### src/rtl/adcrz_map.svh
// constants for the adc mode, rms and crossing control block
// assumes a 100 MHz clock; register offsets are word indices, byte address is four times the index
// What this block does
// - Host sets rms source channel and window count, then sets rms run enable.
// - Rms waits for the window of samples, then 40 more conversions.
// - On rms completion set complete flag; alert pin asserts when alert mapping set.
// - Each write of 1 to rms run enable starts a fresh measurement.
// - Crossing detector watches the 4-bit source channel against upper threshold.
// - Each unblanked crossing-channel result compared with threshold drives detector high or low.
// - Detector output routed to outputs by update enables and per-output value fields.
// - Blanking lasts multiplier enable times blanking count crossing-channel samples.
// - Minimum, maximum and latest code kept per channel while recording is enabled.
// - Writing 1 to record enable restarts statistics; old values stay readable.
// - Device acknowledges a general-call address byte 00h.
// - General call then 06h resets the whole device.
// - General call then 04h re-reads address pin; only general calls answered meanwhile.
// - Codes 09h, 0bh, 0dh, 0fh set high-speed status until a stop.
// - Mode from conversion and sequence fields: 00/00 manual, 00/01 auto, 01/01 autonomous.
// - Manual mode channel from manual select field, started on link acknowledge edge.
// - Device comes up in manual mode until reconfigured.
// - At power-up address taken from address pin and brownout flag set.
// - Reset by general-call reset byte, software reset bit, or supply cycling.
// - Manual conversion starts on ninth falling edge after last data byte read.
// - Sequencer steps to next enabled channel ascending; sequencer run starts or stops it.
`ifndef ADCRZ_MAP_SVH
`define ADCRZ_MAP_SVH
`define ADCRZ_REG_STATUS 4'h0
`define ADCRZ_REG_GCFG 4'h1
`define ADCRZ_REG_CHAN 4'h2
`define ADCRZ_REG_ZCFG 4'h3
`define ADCRZ_REG_GPO 4'h4
`define ADCRZ_REG_RMS 4'h5
`define ADCRZ_REG_SSEL 4'h6
`define ADCRZ_REG_SMM 4'h7
`define ADCRZ_REG_SLAT 4'h8
`define ADCRZ_THRESH_RST 12'hfff
`define ADCRZ_ADDR_BASE 7'h10
`define ADCRZ_GC_ADDR 8'h00
`define ADCRZ_GC_RESET 8'h06
`define ADCRZ_GC_REEVAL 8'h04
`define ADCRZ_HS_MASK 8'hf9
`define ADCRZ_HS_CODE 8'h09
`define ADCRZ_CM_MANUAL 2'h0
`define ADCRZ_CM_AUTON 2'h1
`define ADCRZ_SM_MANUAL 2'h0
`define ADCRZ_SM_SEQ 2'h1
`define ADCRZ_ZV_LOW 2'h0
`define ADCRZ_ZV_HIGH 2'h1
`define ADCRZ_ZV_ZCD 2'h2
`define ADCRZ_RMS_TAIL 6'h28
`define ADCRZ_WIN_SHIFT_BASE 5'h0a
`define ADCRZ_CLK_NS 10
`define ADCRZ_AUTON_NS 1000
`define ADCRZ_AUTON_CYC (`ADCRZ_AUTON_NS / `ADCRZ_CLK_NS)
`define ADCRZ_EVAL_NS 100
`define ADCRZ_EVAL_CYC (`ADCRZ_EVAL_NS / `ADCRZ_CLK_NS)
`define ADCRZ_BIT_LAST 4'h8
`endif

### src/rtl/adcrz_pkg.sv
// types for the adc mode, rms and crossing control block
// assumes adcrz_map.svh supplies the constants
package adcrz_pkg;
  typedef enum logic [2:0] {
    I_IDLE = 3'b000, I_ADDR = 3'b001, I_AACK = 3'b010, I_WR = 3'b011,
    I_WACK = 3'b100, I_RD = 3'b101, I_RACK = 3'b110
  } adcrz_i2c_t;
  typedef enum logic [1:0] {
    R_IDLE = 2'b00, R_ACC = 2'b01, R_SQRT = 2'b10, R_TAIL = 2'b11
  } adcrz_rms_t;
  typedef enum logic [1:0] {
    M_MANUAL = 2'b00, M_AUTO = 2'b01, M_AUTON = 2'b10, M_NONE = 2'b11
  } adcrz_mode_t;
  typedef struct packed {
    logic [2:0] ch;
    logic [11:0] data;
  } adcrz_conv_t;
  typedef struct packed {
    logic [23:0] rsv;
    logic [1:0] sequence_mode_field;
    logic [1:0] conversion_mode;
    logic sequencer_run;
    logic soft_reset;
    logic statistics_record_enable;
    logic rms_run_enable;
  } adcrz_gcfg_t;
  typedef struct packed {
    logic [7:0] rsv;
    logic [7:0] sequencer_channel_mask;
    logic [1:0] rsv1;
    logic [1:0] rms_window_count;
    logic [3:0] rms_source_channel;
    logic [3:0] crossing_source_channel;
    logic rsv0;
    logic [2:0] manual_channel_select;
  } adcrz_chan_t;
  typedef struct packed {
    logic [6:0] rsv;
    logic rms_alert_mapping;
    logic blanking_multiplier_enable;
    logic [6:0] crossing_blanking_count;
    logic [3:0] rsv1;
    logic [11:0] upper_threshold;
  } adcrz_zcfg_t;
  typedef struct packed {
    logic [7:0] rsv;
    logic [3:0][1:0] crossing_value_cfg_high_outputs;
    logic [3:0][1:0] crossing_value_cfg_low_outputs;
    logic [7:0] output_crossing_update_enable;
  } adcrz_gpo_t;
  typedef struct packed {
    logic [1:0] scl_sy, sda_sy;
    logic scl_d, sda_d;
    logic [2:0] addr_sy1, addr_sy2;
    adcrz_i2c_t i2c;
    logic [3:0] bitn;
    logic [7:0] shreg, txb;
    logic rd, gc, txsel, sda_low;
    logic [6:0] dev_addr;
    logic [3:0] eval_cnt;
    logic eval_busy, soft_rst, hs, bor, rms_complete_flag;
    adcrz_gcfg_t gcfg;
    adcrz_chan_t chan;
    adcrz_zcfg_t zcfg;
    adcrz_gpo_t gpo;
    logic [2:0] stat_sel;
    logic [7:0][11:0] stat_min, stat_max, stat_lat;
    logic [7:0] stat_valid;
    logic srv;
    logic [31:0] rdata;
    logic conv_go, busy, auton_run;
    logic [2:0] conv_ch;
    logic [11:0] last_data, tmr;
    logic zero_crossing_detector;
    logic [6:0] blank_cnt;
    logic [7:0] gpo_q;
    adcrz_rms_t rms_st;
    logic [40:0] sumsq;
    logic [16:0] nsamp;
    logic [5:0] tail;
    logic [31:0] rad;
    logic [15:0] root, rms_res;
    logic [3:0] sq_i;
  } adcrz_state_t;
endpackage

### src/rtl/adcrz_control.sv
// adc conversion mode, rms, crossing, statistics and serial link control
// assumes conversions are done by an adc on the same clock; link pins are asynchronous
`timescale 1ns/100ps
`default_nettype none
`include "adcrz_map.svh"
module adcrz_control import adcrz_pkg::*; (
  input wire logic clk_i, // 100 MHz clock
  input wire logic reset_i, // synchronous reset, high
  input wire logic ce_i, // clock enable
  input wire logic [3:0] avs_address_i, // word index
  input wire logic avs_read_i, // read request
  input wire logic avs_write_i, // write request
  input wire logic [31:0] avs_writedata_i, // write data
  output logic [31:0] avs_readdata_o, // read data
  output logic avs_waitrequest_o, // stall
  input wire logic scl_i, // link clock pin
  input wire logic sda_i, // link data pin in
  output logic sda_o, // link data out, always low
  output logic sda_oe_o, // high while pulling data low
  input wire logic [2:0] addr_pin_i, // address strap level
  output logic conv_start_o, // one-cycle conversion start
  output logic [2:0] conv_channel_o, // multiplexer channel
  input wire logic conv_done_i, // conversion result valid
  input wire adcrz_conv_t conv_i, // conversion result
  output logic alert_o, // alert request, high
  output logic [7:0] gpo_o, // digital outputs
  output logic [6:0] dev_addr_o, // current bus address
  output logic high_speed_o // high-speed link mode
);
  adcrz_state_t s, next_s;

  function automatic adcrz_state_t reset_state();
    adcrz_state_t r;
    r = '0;
    r.bor = 1'b1;
    r.eval_busy = 1'b1;
    r.zcfg.upper_threshold = `ADCRZ_THRESH_RST;
    return r;
  endfunction

  localparam adcrz_state_t ST_RESET = reset_state();

  function automatic adcrz_mode_t mode_of(input logic [1:0] cm, input logic [1:0] sm);
    if (cm == `ADCRZ_CM_MANUAL && sm == `ADCRZ_SM_MANUAL) begin
      return M_MANUAL;
    end else if (cm == `ADCRZ_CM_MANUAL && sm == `ADCRZ_SM_SEQ) begin
      return M_AUTO;
    end else if (cm == `ADCRZ_CM_AUTON && sm == `ADCRZ_SM_SEQ) begin
      return M_AUTON;
    end
    return M_NONE;
  endfunction

  // next enabled channel above cur, wrapping
  function automatic logic [2:0] next_ch(input logic [7:0] mask, input logic [2:0] cur);
    logic [2:0] c;
    logic [2:0] r;
    logic hit;
    r = cur;
    hit = 1'b0;
    for (int k = 1; k <= 8; k++) begin
      c = 3'(int'(cur) + k);
      if (!hit && mask[c]) begin
        r = c;
        hit = 1'b1;
      end
    end
    return r;
  endfunction

  logic scl, sda, scl_rise, scl_fall, start_c, stop_c, trig, wr_hit;
  logic [7:0] byte_in;
  logic [15:0] trial;
  logic [23:0] sq;
  logic [40:0] sumsq_n, mean;
  logic [4:0] shift;
  adcrz_mode_t mode;
  adcrz_gcfg_t wg;

  always_comb begin
    next_s = s;
    scl = s.scl_sy[1];
    sda = s.sda_sy[1];
    scl_rise = scl && !s.scl_d;
    scl_fall = !scl && s.scl_d;
    start_c = scl && s.scl_d && !sda && s.sda_d;
    stop_c = scl && s.scl_d && sda && !s.sda_d;
    byte_in = s.shreg;
    trig = 1'b0;
    trial = '0;
    sq = '0;
    sumsq_n = '0;
    mean = '0;
    shift = '0;
    wg = '0;
    wr_hit = avs_write_i && s.srv;
    mode = mode_of(s.gcfg.conversion_mode, s.gcfg.sequence_mode_field);
    next_s.scl_sy = {s.scl_sy[0], scl_i};
    next_s.sda_sy = {s.sda_sy[0], sda_i};
    next_s.scl_d = scl;
    next_s.sda_d = sda;
    next_s.addr_sy1 = addr_pin_i;
    next_s.addr_sy2 = s.addr_sy1;
    next_s.conv_go = 1'b0;
    next_s.soft_rst = 1'b0;
    // address evaluation from the strap
    if (s.eval_busy) begin
      next_s.eval_cnt = s.eval_cnt + 4'h1;
      if (s.eval_cnt == 4'(`ADCRZ_EVAL_CYC)) begin
        next_s.eval_busy = 1'b0;
        next_s.dev_addr = `ADCRZ_ADDR_BASE | {4'h0, s.addr_sy2};
      end
    end
    // serial link receiver
    if (start_c) begin
      next_s.i2c = I_ADDR;
      next_s.bitn = '0;
      next_s.gc = 1'b0;
      next_s.sda_low = 1'b0;
    end else if (stop_c) begin
      next_s.i2c = I_IDLE;
      next_s.hs = 1'b0;
      next_s.sda_low = 1'b0;
    end else begin
      case (s.i2c)
        I_ADDR, I_WR: begin
          if (scl_rise) begin
            next_s.shreg = {s.shreg[6:0], sda};
            next_s.bitn = s.bitn + 4'h1;
          end else if (scl_fall && s.bitn == `ADCRZ_BIT_LAST) begin
            next_s.i2c = (s.i2c == I_ADDR) ? I_AACK : I_WACK;
            next_s.sda_low = 1'b1;
            if (s.i2c == I_ADDR) begin
              next_s.rd = byte_in[0];
              if (byte_in == `ADCRZ_GC_ADDR) begin
                next_s.gc = 1'b1;
              end else if ((byte_in & `ADCRZ_HS_MASK) == `ADCRZ_HS_CODE) begin
                next_s.hs = 1'b1;
                next_s.i2c = I_IDLE;
                next_s.sda_low = 1'b0;
              end else if (byte_in[7:1] != s.dev_addr || s.eval_busy) begin
                next_s.i2c = I_IDLE;
                next_s.sda_low = 1'b0;
              end
            end else if (s.gc && byte_in == `ADCRZ_GC_RESET) begin
              next_s.soft_rst = 1'b1;
            end else if (s.gc && byte_in == `ADCRZ_GC_REEVAL) begin
              next_s.eval_busy = 1'b1;
              next_s.eval_cnt = '0;
            end
          end
        end
        I_AACK, I_WACK: begin
          if (scl_fall) begin
            next_s.bitn = '0;
            next_s.sda_low = 1'b0;
            next_s.i2c = I_WR;
            if (s.i2c == I_AACK && s.rd && !s.gc) begin
              next_s.i2c = I_RD;
              next_s.txsel = 1'b0;
              next_s.txb = s.last_data[11:4];
              next_s.sda_low = !s.last_data[11];
            end
          end
        end
        I_RD: begin
          if (scl_fall) begin
            next_s.bitn = s.bitn + 4'h1;
            next_s.txb = {s.txb[6:0], 1'b0};
            next_s.sda_low = !s.txb[6];
            if (s.bitn == `ADCRZ_BIT_LAST - 4'h1) begin
              next_s.i2c = I_RACK;
              next_s.sda_low = 1'b0;
            end
          end
        end
        I_RACK: begin
          if (scl_rise) begin
            next_s.rd = !sda;
          end else if (scl_fall) begin
            trig = s.txsel;
            next_s.txsel = !s.txsel;
            next_s.bitn = '0;
            next_s.i2c = I_IDLE;
            if (s.rd) begin
              next_s.i2c = I_RD;
              next_s.txb = s.txsel ? s.last_data[11:4] : {s.last_data[3:0], 4'h0};
              next_s.sda_low = s.txsel ? !s.last_data[11] : !s.last_data[3];
            end
          end
        end
        I_IDLE: begin
          next_s.sda_low = 1'b0;
        end
        default: begin
          next_s.i2c = I_IDLE;
        end
      endcase
    end
    // conversion control
    if (mode == M_MANUAL && !s.busy) begin
      next_s.conv_ch = s.chan.manual_channel_select;
    end
    if (mode == M_AUTON && s.gcfg.sequencer_run) begin
      if (trig) begin
        next_s.auton_run = 1'b1;
      end
      if (s.auton_run) begin
        next_s.tmr = s.tmr + 12'h1;
        if (s.tmr == 12'(`ADCRZ_AUTON_CYC - 1)) begin
          next_s.tmr = '0;
          trig = 1'b1;
        end
      end
    end else begin
      next_s.auton_run = 1'b0;
      next_s.tmr = '0;
    end
    if (trig && !s.busy && (mode == M_MANUAL || s.gcfg.sequencer_run) && mode != M_NONE) begin
      next_s.conv_go = 1'b1;
      next_s.busy = 1'b1;
    end
    if (conv_done_i) begin
      next_s.busy = 1'b0;
      next_s.last_data = conv_i.data;
      if (mode != M_MANUAL && s.gcfg.sequencer_run) begin
        next_s.conv_ch = next_ch(s.chan.sequencer_channel_mask, s.conv_ch);
      end
      if (s.gcfg.statistics_record_enable) begin
        next_s.stat_lat[conv_i.ch] = conv_i.data;
        if (!s.stat_valid[conv_i.ch] || conv_i.data < s.stat_min[conv_i.ch]) begin
          next_s.stat_min[conv_i.ch] = conv_i.data;
        end
        if (!s.stat_valid[conv_i.ch] || conv_i.data > s.stat_max[conv_i.ch]) begin
          next_s.stat_max[conv_i.ch] = conv_i.data;
        end
        next_s.stat_valid[conv_i.ch] = 1'b1;
      end
      if (!s.zcfg.upper_threshold[0] || 1'b1) begin
        if (s.chan.crossing_source_channel == {1'b0, conv_i.ch}) begin
          if (s.blank_cnt != '0) begin
            next_s.blank_cnt = s.blank_cnt - 7'h1;
          end else if ((conv_i.data >= s.zcfg.upper_threshold) != s.zero_crossing_detector) begin
            next_s.zero_crossing_detector = !s.zero_crossing_detector;
            next_s.blank_cnt = s.zcfg.blanking_multiplier_enable ? s.zcfg.crossing_blanking_count : '0;
          end
        end
      end
    end
    for (int i = 0; i < 8; i++) begin
      logic [1:0] zv;
      zv = (i < 4) ? s.gpo.crossing_value_cfg_low_outputs[i % 4] : s.gpo.crossing_value_cfg_high_outputs[i % 4];
      if (s.gpo.output_crossing_update_enable[i]) begin
        case (zv)
          `ADCRZ_ZV_LOW: next_s.gpo_q[i] = 1'b0;
          `ADCRZ_ZV_HIGH: next_s.gpo_q[i] = 1'b1;
          `ADCRZ_ZV_ZCD: next_s.gpo_q[i] = s.zero_crossing_detector;
          default: next_s.gpo_q[i] = !s.zero_crossing_detector;
        endcase
      end
    end
    // rms engine
    sq = conv_i.data * conv_i.data;
    sumsq_n = s.sumsq + {17'h0, sq};
    shift = `ADCRZ_WIN_SHIFT_BASE + {2'h0, s.chan.rms_window_count, 1'b0};
    mean = sumsq_n >> shift;
    trial = s.root | (16'h1 << s.sq_i);
    case (s.rms_st)
      R_IDLE: begin
      end
      R_ACC: begin
        if (conv_done_i && s.chan.rms_source_channel == {1'b0, conv_i.ch}) begin
          next_s.sumsq = sumsq_n;
          next_s.nsamp = s.nsamp + 17'h1;
          if (s.nsamp + 17'h1 == 17'(17'h1 << shift)) begin
            next_s.rms_st = R_SQRT;
            next_s.rad = {mean[23:0], 8'h00};
            next_s.root = '0;
            next_s.sq_i = 4'hf;
            next_s.tail = '0;
          end
        end
      end
      R_SQRT: begin
        if ({16'h0, trial} * {16'h0, trial} <= s.rad) begin
          next_s.root = trial;
        end
        next_s.sq_i = s.sq_i - 4'h1;
        if (s.sq_i == 4'h0) begin
          next_s.rms_st = R_TAIL;
        end
      end
      R_TAIL: begin
        if (conv_done_i && s.chan.rms_source_channel == {1'b0, conv_i.ch}) begin
          next_s.tail = s.tail + 6'h1;
          if (s.tail + 6'h1 == `ADCRZ_RMS_TAIL) begin
            next_s.rms_st = R_IDLE;
            next_s.rms_res = s.root;
          end
        end
      end
      default: begin
        next_s.rms_st = R_IDLE;
      end
    endcase
    // bus slave, one wait state
    next_s.srv = (avs_read_i || avs_write_i) && !s.srv;
    if (next_s.srv) begin
      case (avs_address_i)
        `ADCRZ_REG_STATUS: next_s.rdata = {29'h0, s.hs, s.rms_complete_flag, s.bor};
        `ADCRZ_REG_GCFG: next_s.rdata = s.gcfg;
        `ADCRZ_REG_CHAN: next_s.rdata = s.chan;
        `ADCRZ_REG_ZCFG: next_s.rdata = s.zcfg;
        `ADCRZ_REG_GPO: next_s.rdata = s.gpo;
        `ADCRZ_REG_RMS: next_s.rdata = {16'h0, s.rms_res};
        `ADCRZ_REG_SSEL: next_s.rdata = {29'h0, s.stat_sel};
        `ADCRZ_REG_SMM: next_s.rdata = {4'h0, s.stat_max[s.stat_sel], 4'h0, s.stat_min[s.stat_sel]};
        `ADCRZ_REG_SLAT: next_s.rdata = {19'h0, s.zero_crossing_detector, s.stat_lat[s.stat_sel]};
        default: next_s.rdata = '0;
      endcase
    end
    if (wr_hit) begin
      case (avs_address_i)
        `ADCRZ_REG_STATUS: begin
          if (avs_writedata_i[0]) begin
            next_s.bor = 1'b0;
          end
          if (avs_writedata_i[1]) begin
            next_s.rms_complete_flag = 1'b0;
          end
        end
        `ADCRZ_REG_GCFG: begin
          wg = avs_writedata_i;
          wg.rsv = '0;
          wg.rms_run_enable = 1'b0;
          wg.soft_reset = 1'b0;
          next_s.gcfg = wg;
          if (avs_writedata_i[0]) begin
            next_s.rms_st = R_ACC;
            next_s.sumsq = '0;
            next_s.nsamp = '0;
            next_s.rms_complete_flag = 1'b0;
          end
          if (wg.statistics_record_enable) begin
            next_s.stat_valid = '0;
          end
          if (avs_writedata_i[2]) begin
            next_s.soft_rst = 1'b1;
          end
        end
        `ADCRZ_REG_CHAN: next_s.chan = avs_writedata_i & 32'h00ff3ff7;
        `ADCRZ_REG_ZCFG: next_s.zcfg = avs_writedata_i & 32'h01ff0fff;
        `ADCRZ_REG_GPO: next_s.gpo = avs_writedata_i & 32'h00ffffff;
        `ADCRZ_REG_SSEL: next_s.stat_sel = avs_writedata_i[2:0];
        default: begin
        end
      endcase
    end
    // set wins over a status clear in the same cycle; a run-enable write in that cycle restarts and keeps it clear
    if (s.rms_st == R_TAIL && next_s.rms_st == R_IDLE) begin
      next_s.rms_complete_flag = 1'b1;
    end
    if (s.soft_rst) begin
      next_s = ST_RESET;
      next_s.scl_sy = s.scl_sy;
      next_s.sda_sy = s.sda_sy;
      next_s.scl_d = s.scl_d;
      next_s.sda_d = s.sda_d;
      next_s.addr_sy1 = s.addr_sy1;
      next_s.addr_sy2 = s.addr_sy2;
    end
  end

  always_ff @(posedge clk_i) begin
    if (reset_i) begin
      s <= ST_RESET;
    end else if (ce_i) begin
      s <= next_s;
    end
  end

  assign avs_readdata_o = s.rdata;
  assign avs_waitrequest_o = (avs_read_i || avs_write_i) && !s.srv;
  assign sda_o = 1'b0;
  assign sda_oe_o = s.sda_low;
  assign conv_start_o = s.conv_go;
  assign conv_channel_o = s.conv_ch;
  assign alert_o = s.rms_complete_flag && s.zcfg.rms_alert_mapping;
  assign gpo_o = s.gpo_q;
  assign dev_addr_o = s.dev_addr;
  assign high_speed_o = s.hs;
endmodule // adcrz_control
`default_nettype wire

### config.mk
export PLATFORM = sky130hd
export DESIGN_NAME = adcrz_control
export DESIGN_NICKNAME = d
export VERILOG_FILES = /design/src/rtl/adcrz_pkg.sv /design/src/rtl/adcrz_control.sv
export VERILOG_INCLUDE_DIRS = /design/src /design/src/rtl
export SDC_FILE = /design/constraint.sdc
export NUM_CORES = 2
export LEC_CHECK = 0
export BUFFER_PORTS_ARGS = -buffer_cell sky130_fd_sc_hd__buf_2
export CORE_MARGIN = 2
export CORE_UTILIZATION = 50
export CTS_CLUSTER_DIAMETER = 80
export DETAILED_ROUTE_END_ITERATION = 6
export PLACE_DENSITY = 0.68
export SETUP_SLACK_MARGIN = 0.15
export SLEW_MARGIN = 0
export SYNTH_ARGS = -nofsm -noshare
export SYNTH_HDL_FRONTEND = slang
export SYNTH_SLANG_ARGS = --single-unit
### constraint.sdc
create_clock -name clk_i -period 21.7 [get_ports clk_i]
set_input_delay 5.425 -clock clk_i [delete_from_list [all_inputs] [get_ports clk_i]]
set_output_delay 5.425 -clock clk_i [all_outputs]
set_load 0.1 [all_outputs]
# --- Word-level counts from Yosys, hierarchy flattened ---
# Index checks and enable logic that the tools add are counted.
op_classes:
  add_sub_neg: 17
  n_reduce_logical: 172
  muxes: 230
  magnitude_cmp: 15
  n_shift: 3
  n_eq_ne: 90
  n_mul: 2
  bitwise_logic: 3
op_table:
  columns: ["operator", "count"]
  rows:
  - ["683-bit 2-to-1 mux", 1]
  - ["296-bit 2-to-1 mux", 2]
  - ["96-bit bitwise mux", 3]
  - ["32-bit one-hot mux with 9 select lines", 1]
  - ["32-bit 2-to-1 mux", 6]
  - ["96-bit 2-to-1 mux", 2]
  - ["12-bit binary-select mux with 3-bit select", 5]
  - ["60-bit 2-to-1 mux", 3]
  - ["133-bit 2-to-1 mux", 1]
  - ["12-bit 2-to-1 mux", 11]
  - ["114-bit 2-to-1 mux", 1]
  - ["8-bit 2-to-1 mux", 14]
  - ["1-bit 2-to-1 mux", 84]
  - ["7-bit 2-to-1 mux", 12]
  - ["3-bit 2-to-1 mux", 22]
  - ["2-bit nonzero test", 33]
  - ["16-bit 2-to-1 mux", 4]
  - ["58-bit 2-to-1 mux", 1]
  - ["54-bit 2-to-1 mux", 1]
  - ["3-bit inequality test, second input constant", 17]
  - ["3-bit nonzero test", 15]
  - ["41-bit by 24-bit adder with 41-bit output", 1]
  - ["41-bit by 5-bit >> shifter with 24-bit output", 1]
  - ["3-bit by 4-bit < comparator with 1-bit output, second input constant", 10]
  - ["84 further kinds", 281]
word_totals:
  in_bits: 62
  word_cells: 636
  regBits: 694

# --- Longest topological paths before layout ---
depth:
  depth_word: 46
  depth_mapped: 41
  depth_no_buf: 38

# --- Worst setup path after synthesis ---
# No wires, ideal clock.
synth_timing:
  kind: "input port to output port"
  from: "in avs_read_i"
  to: "out avs_waitrequest_o"
  path_stages: 2
  t_arrival_ns: 6.773
  path_buffers: 0
  setup_slack_ns: 9.502
  path_cell_list: "nor2_1 > nor2_1"
synth_between:
  elab_chain_len: 2
synth_lines:
  columns: ["item", "line", "text"]
  rows:
  - ["start, declared", "adcrz_control.sv:11", "input wire logic avs_read_i,"]
  - ["1-bit logical OR", "adcrz_control.sv:383", "assign avs_waitrequest_o = (avs_read_i || avs_write_i) && !s.srv;"]
  - ["1-bit logical AND", "adcrz_control.sv:383", null]
  - ["end, declared", "adcrz_control.sv:15", "output logic avs_waitrequest_o,"]
# No other way between the ends.

# --- Worst setup path after layout ---
layout_timing:
  from: "in conv_i[6] (netlist name)"
  to: "reg s[63] (netlist name)"
layout_between:
  elab_chain_len: 7
layout_lines:
  columns: ["item", "line", "text"]
  rows:
  - ["start, declared", "adcrz_control.sv:24", "input wire adcrz_conv_t conv_i,"]
  - ["12-bit by 12-bit multiplier with 24-bit output", "adcrz_control.sv:263", "sq = conv_i.data * conv_i.data;"]
  - ["41-bit by 24-bit adder with 41-bit output", "adcrz_control.sv:264", "sumsq_n = s.sumsq + {17'h0, sq};"]
  - ["41-bit by 5-bit >> shifter with 24-bit output", "adcrz_control.sv:266", "mean = sumsq_n >> shift;"]
  - ["54-bit 2-to-1 mux", "adcrz_control.sv:275", "if (s.nsamp + 17'h1 == 17'(17'h1 << shift)) begin"]
  - ["114-bit 2-to-1 mux", "adcrz_control.sv:272", "if (conv_done_i && s.chan.rms_source_channel == {1'b0, conv_i.ch}) begin"]
  - ["32-bit 2-to-1 mux", "adcrz_control.sv:268", "case (s.rms_st)"]
  - ["683-bit 2-to-1 mux", "adcrz_control.sv:363", "if (s.soft_rst) begin"]
  - ["end signal, assigned", "adcrz_control.sv:378", "s <= next_s;"]
  - ["end, declared", "adcrz_control.sv:30", "adcrz_state_t s, next_s;"]
# No other way between the ends. The select of a mux whose other input is x is not followed.
# A chain may end at the register's enable or synchronous reset.

==> impl_metrics.ini <==
[timing]
relSlewSlack_pct = 13.0
finalHoldViolations = 0
fin_crit_sh_pct = 53.7
min_period_ns = 11.65
layout_setup_ws_ns = 10.05
skew_ns = 0.0256
rsz0062_at_grt = no
fmax_ghz = 0.0858
maxSlewViolCount = 0
tightestPinTransition_ns = 1.30
finalSetupTns_ns = 0
setup_violations = 0

[status]
status = finished clean

[layout]
final_nets = 5682
final_common_cell = nor2_1
n_antenna_cell = 0
fill_cells = 8077
final_cell_mix = nor2_1 (685), dfxtp_1 (618), nand2_1 (571), inv_1 (447), a21oi_1 (350)
drive_above_1_share_pct = 8.96
syn2layout_area_growth_pct = 8.09

[place]
gp_congestion = 0.943
port-buffer-count = 102
dp_slack_ns = 9.56
place_hpwl_mm = 96.7

[synthesis]
netlist_instances = 5221
ys_top_cells_by_area = dfxtp_1 (28%), fa_1 (12%), ha_1 (6.7%)
synth_edf_count = 0
post-synth-top-area-cell = dfxtp_1
synth_top_area_share_pct = 28.0
synthFlopType = dfxtp_1
yosys_register_bits = 622
syn_area_um2 = 44400
ys_types = 93
synth_area_per_cell_um2 = 8.51
ys.warnings.count = 0
ys_seq_area_share_pct = 28.0
async_reset_ff_share_pct = 0

[drt]
first_pass_iters = 6
drt-vias-per-instance = 6.11
via_count = 38713
drc_errors = 0
wl_mm = 139
drtAntennaViolNets = 0
wl_per_cell_um = 22.0
drtIter0Drc = 4426

[flow_run]
maxCapViolCount = 0

[cts]
cts_num_sinks = 622
numCtsBuffers = 69
root_buffer = clkbuf_16
cts_tree = built
cts.path.max_buffers = 3
cts-hold-fix-buffers = 0
insertion_delay_ns = 0.62
htree_levels = 3
cts_resized = 0
post_cts_buffers = 0
clk_pin_slew_worst_paths_ns = 0.06

[critical_path]
cp.arrival_ns = 12.21
critPathRequiredTime_ns = 22.26
endpoint_kind = flop
path_delay_family = adder cells
crit_slowest_cell = or4_1
path_cells = buf_2, inv_1, nor2_1, fa_1, inv_1, fa_1, fa_1, inv_1, fa_1, fa_1, ha_1, nand3_1, or4_1, a21bo_2, a21boi_1, o21ai_1, nor3_1, xnor2_1, a2111oi_0, or3_1
cp_num_buf_inv = 4
max_stage_delay_ns = 0.58
cp_max_fo = 17
critPathKind = input pin to flop
startpoint_type = input pin
critPathMostFrequentCell = fa_1

[pwr]
power.density_nw_per_um2 = 68.5
p_leak_uw = 0.0210
vdd.ir_drop.worst_uv = 101

[grt]
grt_first_pass_wirelength_mm = 212
grt_max_degree = 201
grtUsageTotal_pct = 29.8
overflow = 0
antenna_found_initial = 4
grt_pass1_vias = 36406

[floorplan]
rows = 109
core_um2 = 88200
die_height_um = 302
die_w_um = 302
die_area_um2 = 91200
initial_core_util_pct = 50.3
boundaryPins = 118

[hold_path]
hp-class = flop to flop
## where the power goes
part / switching [µW] / internal, µW / leakage [µW]
clock: 503 / 707 / 0.00112
sequential: 3.12 / 1140 / 0.00501
combinational: 591 / 340 / 0.0149
total: 1100 / 2190 / 0.0210
## sequential cells by signal, summed over array words and instances, names as in the netlist
register and cells:
dev_addr_o 4, conv_start_o 1, byte_in 8, gpo_o 8, avs_readdata_o 28, s 568
sda_oe_o 1, high_speed_o 1, conv_channel_o 3
## per-stage QoR
step / hold WS (ns) / total power [µW] / area [µm²] / utilization, % / instances
3_5_place_dp: 0.440 / 2080 / 45700 / 51.8 / 6215
6_report: 0.450 / 3290 / 48000 / 54.4 / 6335
5_1_grt: 0.461 / 3430 / 48000 / 54.4 / 6335
3_3_place_gp: 0.437 / 2070 / 45700 / 51.8 / 6215
2_1_floorplan: 0.425 / 1810 / 44400 / - / 5228
4_1_cts: 0.449 / 3280 / 48000 / 54.4 / 6335
## path summary, 6_finish.rpt
kind,endpoint,start,slack (ns),cells past startpoint
max,s[63]$_SDFFE_PP0P_,conv_i[6],10.05,20
min,s[250]$_SDFFE_PP0P_,s[250]$_SDFFE_PP0P_,0.45,2
max reg2reg,s[35]$_SDFFE_PP0P_,s[2]$_SDFFE_PP0P_,11.59,34
min reg2reg,s[250]$_SDFFE_PP0P_,s[250]$_SDFFE_PP0P_,0.45,2
## cells in the mapped netlist (37+ instances only)
library cell	instances
ha_1	238
mux2i_1	258
inv_1	447
nor2_1	689
mux4_2	88
xor2_1	43
a21oi_1	352
nor3_1	67
buf_4	52
and3_1	42
and2_1	49
fa_1	261
a21o_1	58
o21ai_0	155
a22oi_1	140
nand4_1	49
a22o_1	54
nor2b_1	44
dfxtp_1	622
nand3_1	60
a32oi_1	37
nand2_1	571
clkbuf_1	272
xnor2_1	68
## worst register-to-register path: cells and delay by family, from the launching register on
kind                       cells  cell delay, ns
AOI/OAI and AO/OA              7            1.43
and+or+nand+nor               13            3.46
DFF                            1            0.55
adders and majority gates      8            3.74
xor gates and xnor gates       1            0.17
buffers and inverters          5            0.58
## area by class of cell
cell class | instances | area [µm²] | share of cell area, %
multi-input combinational | 3791 | 29000 | 60.3
sequential | 622 | 12500 | 26.0
clock buffer | 100 | 2020 | 4.20
inverter | 453 | 1700 | 3.54
tap | 1165 | 1460 | 3.04
timing repair buffer | 184 | 1150 | 2.39
clock inverter | 20 | 264 | 0.550
## layer usage
layer	vias to the layer above	global-route usage [%]	wire length [µm]
li1	17751	-	-
met1	18832	41.2	58200
met2	1777	45.8	61700
met3	347	5.47	12900
met4	6	12.7	6190
met5	-	0	42
## cell families after synthesis
| family | Yosys count | share of synthesized area, % |
|---|---|---|
| AOI/OAI and AO/OA | 1082 | 16.0 |
| xor gates and xnor gates | 111 | 2.19 |
| adders and majority gates | 500 | 18.5 |
| buffers and inverters | 815 | 7.37 |
| DFF | 622 | 28.0 |
| muxes | 362 | 10.7 |
| other | 1 | 0.00844 |
| and+or+nand+nor | 1728 | 17.3 |
Power figures use the tool's default switching activity.
